--- src/dmc_pkg.sv ---
/*
  Shared constants and types for the bus master controller.
  Assumes one system clock and an 8-bit host data path.
*/
package dmc_pkg;
  // ---------------------------------------------------------------
  // Command byte decoding
  // ---------------------------------------------------------------
  localparam logic [7:0] CMD_ENABLE = 8'h87;
  localparam logic [7:0] CMD_DISABLE = 8'h83;
  localparam logic [7:0] CMD_RESET = 8'hc3;
  localparam logic [7:0] CMD_INIT_READ = 8'ha7;
  localparam logic [7:0] CMD_READ_STATUS = 8'hbf;
  localparam logic [7:0] CMD_READ_MASK = 8'hbb;
  localparam int BIT_GROUP = 7;
  localparam int PTR_LSB = 2;
  localparam int PTR_MSB = 6;
  localparam int CFG_LSB = 1;
  localparam logic [1:0] ID_CMD = 2'h3;
  // Return-from-interrupt opcode pair
  localparam logic [7:0] RETURN_FROM_INTERRUPT_FIRST = 8'hed;
  localparam logic [7:0] RETURN_FROM_INTERRUPT_SECOND = 8'h4d;
  // Upper address byte during an 8-bit port cycle
  localparam logic [7:0] IO_HI = 8'h00;
  localparam logic [6:0] MASK_RESET = 7'h7f;
  // ---------------------------------------------------------------
  // Types
  // ---------------------------------------------------------------
  typedef enum logic [1:0] {
    MODE_BYTE = 2'h0,
    MODE_BURST = 2'h1,
    MODE_CONT = 2'h2
  } dmc_mode_t;
  typedef struct packed {
    logic [1:0] mode;
    logic irq_en;
    logic pulse_en;
    logic wait_en;
    logic rdy_pol;
  } dmc_cfg_t;
  typedef struct packed {
    logic memory_request_n;
    logic io_request_n;
    logic rd_n;
    logic wr_n;
  } dmc_ctl_t;
  typedef enum logic [4:0] {
    ST_IDLE = 5'b00001,
    ST_REQ = 5'b00010,
    ST_RD = 5'b00100,
    ST_WR = 5'b01000,
    ST_REL = 5'b10000
  } dmc_state_t;
endpackage
--- src/dmc_bus_master.sv ---
/*
  Bus request, bus master strobes, command intake, status read
  sequence and interrupt chain of a DMA controller.
  Assumes all pins are synchronous to REF_CLK and that open-drain
  and two-way wires are resolved outside from the enables.
*/
`timescale 1ns/10ps
// Notes on behaviour
// - Master address drives both ports
// - Grant input hands over the buses
// - Pass grant only when not requesting
// - Withhold request while another requests
// - Selected host write delivers command byte
// - Wait input stretches master cycles
// - Chain out follows chain in unless in service
// - Open-drain interrupt, fetch-cycle acknowledge
// - Pulse mode only while bus master
// - Slave select needs select, strobe, io
// - Port cycles signal valid port address
// - Fetch plus io request means acknowledge
// - Return-from-interrupt pair ends service
// - Memory request marks memory transfer
// - Read strobe two ways
// - Write strobe two ways
// - Ready polarity selectable, paces requests
// - Reset forces disabled state
// - Any write disables until enable
// - Base byte pointers order following bytes
// - Group zero loads address low, high
// - Status reads follow masked fixed order
module dmc_bus_master
  import dmc_pkg::*;
#(
  parameter logic [7:0] VECTOR = 8'h00 // Arbitrary vector value
) (
  // Clock and reset
  input wire logic REF_CLK,
  input wire logic SRST,
  // Host side
  input wire logic SELECT_WAIT_N,
  input wire logic IO_REQUEST_N_I,
  input wire logic RD_N_I,
  input wire logic WR_N_I,
  input wire logic OPCODE_FETCH_CYCLE_N,
  input wire logic [7:0] DATA_I,
  output logic [7:0] DATA_O,
  output logic DATA_OE,
  // Bus master side
  output logic [15:0] ADDR_O,
  output logic ADDR_OE,
  output dmc_ctl_t CTL_O,
  output logic CTL_OE,
  input wire logic PERIPH_READY,
  // Bus arbitration
  input wire logic GRANT_CHAIN_IN_N,
  output logic GRANT_CHAIN_OUT_N,
  input wire logic BUS_REQUEST_LINE_I,
  output logic BUS_REQUEST_LINE_O,
  output logic BUS_REQUEST_LINE_OE,
  // Interrupt chain
  input wire logic IRQ_CHAIN_IN,
  output logic IRQ_CHAIN_OUT,
  output logic IRQ_N_O,
  output logic IRQ_N_OE
);
  // ---------------------------------------------------------------
  // Helpers
  // ---------------------------------------------------------------
  // First set bit at or above a start index, with a found flag
  function automatic logic [3:0] first_at(input logic [7:0] m,
                                          input logic [2:0] from);
    logic [3:0] r;
    r = '0;
    for (int i = 7; i >= 0; i--)
    begin
      if (m[i] && (3'(i) >= from))
      begin
        r = {1'b1, 3'(i)};
      end
    end
    return r;
  endfunction

  dmc_state_t state;
  dmc_cfg_t cfg;
  logic enabled;
  logic [15:0] addr_a;
  logic [15:0] len;
  logic [7:0] port_b;
  logic [7:0] xfer;
  logic [4:0] pend;
  logic mask_pend;
  logic [6:0] rd_mask;
  logic [2:0] rd_ptr;
  logic rd_valid;
  logic irq_pend;
  logic in_service;
  logic pulse;
  logic prev_sel_wr;
  logic prev_sel_rd;
  logic prev_fetch;
  logic [7:0] opbyte;
  logic ed_seen;
  logic [3:0] slot;
  logic [3:0] nxt_rd;
  logic [3:0] first_rd;
  logic [7:0] rd_byte;

  // ---------------------------------------------------------------
  // Decode
  // ---------------------------------------------------------------
  // Host access and cycle qualifiers
  logic bus_master;
  logic req_active;
  logic sel_wr;
  logic sel_rd;
  logic wr_take;
  logic rd_end;
  logic int_ack;
  logic fetch;
  logic fetch_end;
  logic return_from_interrupt;
  logic rdy_act;
  logic stretch;
  logic byte_done;
  logic is_cmd;
  assign bus_master = (state == ST_RD) || (state == ST_WR);
  assign req_active = (state == ST_REQ) || bus_master;
  assign sel_wr = !SELECT_WAIT_N && !IO_REQUEST_N_I && !WR_N_I
                  && !bus_master;
  assign sel_rd = !SELECT_WAIT_N && !IO_REQUEST_N_I && !RD_N_I
                  && OPCODE_FETCH_CYCLE_N && !bus_master;
  assign wr_take = sel_wr && !prev_sel_wr;
  assign rd_end = prev_sel_rd && !sel_rd;
  assign int_ack = !OPCODE_FETCH_CYCLE_N && !IO_REQUEST_N_I;
  assign fetch = !OPCODE_FETCH_CYCLE_N && !RD_N_I;
  assign fetch_end = prev_fetch && !fetch;
  assign return_from_interrupt = fetch_end && ed_seen && (opbyte == RETURN_FROM_INTERRUPT_SECOND);
  assign rdy_act = (PERIPH_READY == cfg.rdy_pol);
  assign stretch = cfg.wait_en && !SELECT_WAIT_N;
  assign byte_done = (state == ST_WR) && !stretch;
  assign is_cmd = DATA_I[BIT_GROUP] && (DATA_I[1:0] == ID_CMD);
  assign slot = first_at({3'h0, pend}, 3'h0);
  assign nxt_rd = first_at({1'b0, rd_mask}, 3'(rd_ptr + 3'h1));
  assign first_rd = first_at({1'b0, rd_mask}, 3'h0);

  // Edge history of host strobes
  always_ff @(posedge REF_CLK)
  begin
    if (SRST)
    begin
      prev_sel_wr <= 1'b0;
      prev_sel_rd <= 1'b0;
      prev_fetch <= 1'b0;
    end
    else
    begin
      prev_sel_wr <= sel_wr;
      prev_sel_rd <= sel_rd;
      prev_fetch <= fetch;
    end
  end

  // ---------------------------------------------------------------
  // Enable and configuration
  // ---------------------------------------------------------------
  // Any written byte disables; only the enable command enables
  always_ff @(posedge REF_CLK)
  begin
    if (SRST)
    begin
      enabled <= 1'b0;
    end
    else if (wr_take)
    begin
      enabled <= (pend == '0) && !mask_pend
                 && (DATA_I == CMD_ENABLE);
    end
  end

  // Configuration byte, wait function off after reset
  always_ff @(posedge REF_CLK)
  begin
    if (SRST)
    begin
      cfg <= '0;
    end
    else if (wr_take && pend == '0 && !mask_pend)
    begin
      if (DATA_I[BIT_GROUP] && !DATA_I[0])
      begin
        cfg <= dmc_cfg_t'(DATA_I[PTR_MSB:CFG_LSB]);
      end
      else if (DATA_I == CMD_RESET)
      begin
        cfg <= '0;
      end
    end
  end

  // ---------------------------------------------------------------
  // Write register groups and transfer counters
  // ---------------------------------------------------------------
  // Base byte loads pointers; following bytes fill them in order
  always_ff @(posedge REF_CLK)
  begin
    if (SRST)
    begin
      pend <= '0;
      mask_pend <= 1'b0;
      addr_a <= '0;
      len <= '0;
      port_b <= '0;
    end
    else if (wr_take)
    begin
      if (pend != '0)
      begin
        pend[slot[2:0]] <= 1'b0;
        case (slot[2:0])
          3'h0: addr_a[7:0] <= DATA_I;
          3'h1: addr_a[15:8] <= DATA_I;
          3'h2: len[7:0] <= DATA_I;
          3'h3: len[15:8] <= DATA_I;
          default: port_b <= DATA_I;
        endcase
      end
      else if (mask_pend)
      begin
        mask_pend <= 1'b0;
      end
      else if (!DATA_I[BIT_GROUP] && DATA_I[1:0] != 2'h0)
      begin
        pend <= DATA_I[PTR_MSB:PTR_LSB];
      end
      else if (is_cmd)
      begin
        mask_pend <= (DATA_I == CMD_READ_MASK);
      end
    end
    else if (byte_done)
    begin
      addr_a <= addr_a + 16'h0001;
      len <= len - 16'h0001;
    end
  end

  // Captured byte between memory read and port write
  always_ff @(posedge REF_CLK)
  begin
    if (SRST)
    begin
      xfer <= '0;
    end
    else if (state == ST_RD && !stretch && rdy_act)
    begin
      xfer <= DATA_I;
    end
  end

  // ---------------------------------------------------------------
  // Status read sequence
  // ---------------------------------------------------------------
  // Mask and pointer of the fixed-order status reads
  always_ff @(posedge REF_CLK)
  begin
    if (SRST)
    begin
      rd_mask <= MASK_RESET;
      rd_ptr <= '0;
      rd_valid <= 1'b0;
    end
    else if (wr_take && mask_pend && pend == '0)
    begin
      rd_mask <= DATA_I[6:0];
    end
    else if (wr_take && pend == '0 && DATA_I == CMD_INIT_READ)
    begin
      rd_ptr <= first_rd[2:0];
      rd_valid <= (rd_mask != '0);
    end
    else if (wr_take && pend == '0 && DATA_I == CMD_READ_STATUS)
    begin
      rd_ptr <= '0;
      rd_valid <= 1'b1;
    end
    else if (wr_take && pend == '0 && DATA_I == CMD_RESET)
    begin
      rd_valid <= 1'b0;
    end
    else if (rd_end && rd_valid)
    begin
      rd_ptr <= nxt_rd[2:0];
      rd_valid <= nxt_rd[3];
    end
  end

  // Byte selected by the read pointer
  always_comb
  begin
    case (rd_ptr)
      3'h0: rd_byte = {3'h0, in_service, irq_pend, bus_master,
                       (len != '0), enabled};
      3'h1: rd_byte = len[7:0];
      3'h2: rd_byte = len[15:8];
      3'h3: rd_byte = addr_a[7:0];
      3'h4: rd_byte = addr_a[15:8];
      3'h5: rd_byte = port_b;
      default: rd_byte = {2'h0, cfg};
    endcase
  end

  // Registered data bus drive
  always_ff @(posedge REF_CLK)
  begin
    if (SRST)
    begin
      DATA_O <= '0;
      DATA_OE <= 1'b0;
    end
    else if (state == ST_RD && !stretch && rdy_act)
    begin
      DATA_O <= DATA_I; // Byte stands from the first write cycle
      DATA_OE <= 1'b1;
    end
    else if (state == ST_WR && stretch)
    begin
      DATA_O <= xfer;
      DATA_OE <= 1'b1;
    end
    else if (int_ack && irq_pend && IRQ_CHAIN_IN)
    begin
      DATA_O <= VECTOR;
      DATA_OE <= 1'b1;
    end
    else
    begin
      DATA_O <= rd_byte;
      DATA_OE <= sel_rd && rd_valid;
    end
  end

  // ---------------------------------------------------------------
  // Bus ownership sequencer
  // ---------------------------------------------------------------
  // Request, grant, read-write byte cycles, release
  always_ff @(posedge REF_CLK)
  begin
    if (SRST)
    begin
      state <= ST_IDLE;
    end
    else
    begin
      case (state)
        ST_IDLE:
        begin
          if (enabled && rdy_act && len != '0 && BUS_REQUEST_LINE_I)
          begin
            state <= ST_REQ;
          end
        end
        ST_REQ:
        begin
          if (!enabled)
          begin
            state <= ST_REL;
          end
          else if (!GRANT_CHAIN_IN_N)
          begin
            state <= ST_RD;
          end
        end
        ST_RD:
        begin
          if (!stretch && rdy_act)
          begin
            state <= ST_WR;
          end
        end
        ST_WR:
        begin
          if (!stretch)
          begin
            if (len == 16'h0001 || cfg.mode == MODE_BYTE)
            begin
              state <= ST_REL;
            end
            else if (cfg.mode == MODE_BURST && !rdy_act)
            begin
              state <= ST_REL;
            end
            else
            begin
              state <= ST_RD;
            end
          end
        end
        default: state <= ST_IDLE;
      endcase
    end
  end

  // Master strobes and address
  always_comb
  begin
    CTL_O = '1;
    CTL_O.memory_request_n = (state != ST_RD);
    CTL_O.rd_n = (state != ST_RD);
    CTL_O.io_request_n = (state != ST_WR);
    CTL_O.wr_n = (state != ST_WR);
    ADDR_O = (state == ST_WR) ? {IO_HI, port_b} : addr_a;
  end
  assign CTL_OE = bus_master;
  assign ADDR_OE = bus_master;

  // Arbitration chain and open-drain request
  assign GRANT_CHAIN_OUT_N = GRANT_CHAIN_IN_N || req_active;
  assign BUS_REQUEST_LINE_O = 1'b0;
  assign BUS_REQUEST_LINE_OE = req_active;

  // ---------------------------------------------------------------
  // Interrupt logic
  // ---------------------------------------------------------------
  // Pending, in-service and return-from-interrupt tracking
  always_ff @(posedge REF_CLK)
  begin
    if (SRST)
    begin
      irq_pend <= 1'b0;
      in_service <= 1'b0;
      opbyte <= '0;
      ed_seen <= 1'b0;
    end
    else
    begin
      if (byte_done && len == 16'h0001 && cfg.irq_en)
      begin
        irq_pend <= 1'b1;
      end
      else if ((int_ack && IRQ_CHAIN_IN)
               || (wr_take && pend == '0 && DATA_I == CMD_RESET))
      begin
        irq_pend <= 1'b0;
      end
      if (int_ack && irq_pend && IRQ_CHAIN_IN)
      begin
        in_service <= 1'b1;
      end
      else if (return_from_interrupt)
      begin
        in_service <= 1'b0;
      end
      if (fetch)
      begin
        opbyte <= DATA_I;
      end
      if (fetch_end)
      begin
        ed_seen <= (opbyte == RETURN_FROM_INTERRUPT_FIRST);
      end
    end
  end

  // Open-drain interrupt or one pulse per byte after which mastership is kept
  always_ff @(posedge REF_CLK)
  begin
    if (SRST)
    begin
      pulse <= 1'b0;
    end
    else if (cfg.pulse_en)
    begin
      pulse <= byte_done;
    end
    else
    begin
      pulse <= irq_pend && IRQ_CHAIN_IN && !in_service;
    end
  end
  assign IRQ_N_O = 1'b0;
  assign IRQ_N_OE = pulse && (!cfg.pulse_en || bus_master);
  assign IRQ_CHAIN_OUT = IRQ_CHAIN_IN && !in_service;
endmodule // dmc_bus_master

--- config.mk ---
export PLATFORM = sky130hd
export DESIGN_NAME = dmc_bus_master
export DESIGN_NICKNAME = d
export VERILOG_FILES = /design/src/dmc_pkg.sv /design/src/dmc_bus_master.sv
export SDC_FILE = /design/constraint.sdc
export NUM_CORES = 1
export LEC_CHECK = 0
export ABC_AREA = 0
export BUFFER_PORTS_ARGS = -buffer_cell sky130_fd_sc_hd__buf_2
export CAP_MARGIN = 20
export CELL_PAD_IN_SITES_DETAIL_PLACEMENT = 1
export CELL_PAD_IN_SITES_GLOBAL_PLACEMENT = 2
export CORE_UTILIZATION = 32
export DETAILED_ROUTE_END_ITERATION = 7
export PLACE_DENSITY_LB_ADDON = 0.1
export RECOVER_POWER = 25
export SKIP_CTS_REPAIR_TIMING = 1
export SYNTH_ARGS = -nofsm -noshare
export SYNTH_HDL_FRONTEND = slang
export SYNTH_SLANG_ARGS = --single-unit
--- constraint.sdc ---
create_clock -name REF_CLK -period 2.4 [get_ports REF_CLK]
set_input_delay 0.24 -clock REF_CLK [delete_from_list [all_inputs] [get_ports REF_CLK]]
set_output_delay 0.24 -clock REF_CLK [all_outputs]
set_load 0.005 [all_outputs]
==> impl_metrics.csv <==
group,metric,value,unit
clock_network,clk_pin_slew_worst_paths,80,ps
clock_network,cts_buffers,9,
synthesis,synthArstFlopShare,0,%
detailed_routing,wl_per_cell,21.9,um
detailed_routing,first_iter_violations,460,
global_routing,track_usage,25.3,%
timing,tns,0,ps
synthesis,synth_top_family_by_area,"simple AND/OR/NAND/NOR gates",
clock_network,cts_sinks,101,
final_layout,final_util,38.6,%
detailed_routing,drt_drc_violations_left,0,
worst_setup_path,cp_data_arrival_time,2560,ps
synthesis,synth_cell_types,84,
detailed_routing,via_per_inst,5.87,
final_layout,final_common_cell,"dfxtp_1",
worst_setup_path,startpoint_type,"register",
power_and_ir_drop,power.density,504,nW/um2
power_and_ir_drop,sw_frac_of_total,28.1,%
power_and_ir_drop,pwr-share-seq,48.4,%
worst_setup_path,critPathKind,"reg -> reg",
worst_setup_path,crit_path_end_kind,"register",
final_layout,layout_common_cells,"99 x dfxtp_1, 83 x nand2_1, 74 x a21oi_1",
detailed_routing,via_count,6165,
floorplanning,fp-row-count,49,
placed_design,placed_cells,1035,
floorplanning,dieArea,19000,um2
power_and_ir_drop,p_sw,983,uW
timing,drv_slew,0,
timing,worstMarginPinSlew,693,ps
power_and_ir_drop,combPwrFrac,7.1,%
final_layout,diodes,0,
floorplanning,die_w,138,um
clock_network,clock_latency,370,ps
global_routing,antenna_found_initial,0,
global_routing,grt_pass1_vias,6274,
timing,skew,12.7,ps
power_and_ir_drop,p_leak,2.63,nW
timing,finalHoldViolCount,0,
worst_setup_path,critPathMaxFanout,6,
final_layout,syn2layout_area_growth,17.5,%
synthesis,synth_mux_area_share,4.10,%
global_routing,grt_max_degree,88,
synthesis,synthXorXnorAreaFrac,0.868,%
placed_design,post-dp-hpwl,17200,um
placed_design,place.gp.congestion,0.905,
synthesis,yosysWarningCount,0,
timing,rsz0062_at_grt,"false",
clock_network,cts_tree,"yes",
final_layout,layout.nets,845,
placed_design,port_buffers,53,
final_layout,drive_above_1_share,16.8,%
floorplanning,initial_utilization,32.8,%
floorplanning,dieHeight,138,um
placed_design,place_area,6640,um2
power_and_ir_drop,power,3.50,mW
timing,fmax,436,MHz
floorplanning,core-area,18000,um2
synthesis,synth_seq_area_share,34.2,%
clock_network,root_buffer,"clkbuf_16",
outcome,status,"finished clean",
timing,setup_violations,0,
detailed_routing,firstDrtPassIters,5,
clock_network,clockBufferDepth,2,
hold_path,hold_path.class,"in -> reg",
synthesis,synth_edf_count,0,
synthesis,synthCells,756,
synthesis,synth_compound_gate_area_share,26.2,%
power_and_ir_drop,internal_power,2.52,mW
power_and_ir_drop,ir_drop,0.346,mV
synthesis,dominantRegCellSynth,"dfxtp_1",
detailed_routing,wirelength,23100,um
global_routing,grt_overflow,0,
synthesis,synthSimpleGateAreaFrac,27.4,%
clock_network,h-tree-depth,3,
final_layout,fin_cells,1051,
power_and_ir_drop,power.share.clock,44.5,%
flow_run,cap_violations,0,
final_layout,post-route-cell-area,6950,um2
detailed_routing,drtAntennaViolNets,0,
synthesis,synthesis.area,5910,um2
floorplanning,ioPinCount,56,
worst_setup_path,worstPathRequired,2670,ps
global_routing,grt_pass1_wl,35900,um
timing,slew_headroom,53.7,%
timing,fin_crit_sh,95.6,%
synthesis,synthAdderAreaFrac,1.90,%
timing,period_needed,2290,ps
synthesis,syn_avg_cell_area,7.82,um2
synthesis,ys_ff_latch,101,
logic make-up (layout without fill, tap and decap cells):
| group | after synthesis | count (layout) |
|---|---|---|
| and+or+nand+nor | 308 | 308 |
| AOI/OAI and AO/OA | 239 | 239 |
| DFF | 101 | 101 |
| buffers and inverters | 69 | 134 |
| muxes | 24 | 24 |
| adders and majority gates | 9 | 9 |
| xor gates and xnor gates | 5 | 5 |
| other | 1 | 2 |
worst paths after layout:
| path | start | end | slack [ps] | depth (start not counted) |
|---|---|---|---|---|
| worst max register to register | rd_ptr[0]$_SDFFE_PP0P_ | rd_valid$_SDFFE_PP0P_ | 110 | 8 |
| worst min-delay path | DATA_I[2] | rd_mask[2]$_SDFFE_PP1P_ | 140 | 3 |
| worst max-delay path | rd_ptr[0]$_SDFFE_PP0P_ | rd_valid$_SDFFE_PP0P_ | 110 | 8 |
| worst min register to register | opbyte[6]$_SDFFE_PP0P_ | opbyte[6]$_SDFFE_PP0P_ | 460 | 2 |
cells in the mapped netlist, types with 3 or more instances:
cell	count	share of area, %
o21bai_1	4	0.51
nand2b_1	12	1.3
a31oi_1	7	0.74
buf_6	3	0.57
o41ai_1	4	0.59
dfxtp_1	101	34
and2_1	21	2.2
nor4_1	7	0.74
a22oi_1	16	2.0
o211ai_1	6	0.76
inv_1	13	0.83
mux2i_1	22	3.7
nand2_1	83	5.3
buf_2	8	0.68
and3_1	18	1.9
buf_4	5	0.63
o31ai_1	6	0.76
a21oi_1	73	6.2
a311oi_1	3	0.44
clkbuf_1	37	2.3
or3_1	5	0.53
a32oi_1	3	0.44
a32o_1	5	0.85
nor3_1	23	1.9
nand4_1	8	0.85
a21boi_0	3	0.38
o21ai_0	58	4.9
nor3_2	3	0.51
nor2_1	53	3.4
or4_1	6	0.76
nor2b_1	10	1.1
o22ai_1	6	0.63
nand3b_1	3	0.38
nor3b_1	3	0.38
nor4b_1	4	0.59
a21o_1	6	0.76
a211oi_1	9	1.1
nand3_1	28	2.4
ha_1	9	1.9
a222oi_1	3	0.51
power groups by stage:
stage | combinational (mW) | clock [mW] | sequential, mW
global placement | 0.244 | 0 | 1.73
floorplan | 0.135 | 0 | 1.73
finish | 0.247 | 1.56 | 1.70
detailed placement | 0.249 | 0 | 1.73
CTS | 0.249 | 1.58 | 1.69
global route | 0.267 | 1.65 | 1.70
flip-flops by register name, indices dropped and copies added (netlist names), 3 cells and up:
signal,cells
rd_ptr,3
state,5
DATA_O,8
pend,5
addr_a,16
xfer,8
port_b,8
opbyte,8
len,16
cfg,6
rd_mask,7
area by class of cell:
type	instances	area, um2
clock inverters	7	88.8
repair buffers	104	666
fillers	2233	11100
clock buffers	9	225
inverters	14	52.6
flip-flops and latches	101	2020
multi-input cells	587	3610
well taps	229	287
routing by layer:
metal / wire [um] / GRT usage [%] / vias up
li1: - / - / 2906
met1: 10500 / 32.5 / 3066
met2: 10900 / 40.8 / 142
met3: 837 / 5.01 / 51
met4: 831 / 11.2 / 0
met5: 0 / 0 / -
worst max-delay path: stages, from the launching register on:
cell,delay [ps]
dfxtp_2,390
inv_1,80
ha_1,310
buf_4,140
and3b_1,180
o31ai_1,260
o21ai_1,160
or3b_1,410
a32o_1,270
per-stage QoR:
| step | hold slack, ps | setup slack [ps] |
|---|---|---|
| detailed placement | 451 | -11.0 |
| global placement | 442 | 103 |
| global route | 163 | 7.49 |
| CTS | 135 | -36.9 |
| floorplan | 376 | 7.31 |
| finish | 139 | 106 |
Power figures use the tool's default switching activity.
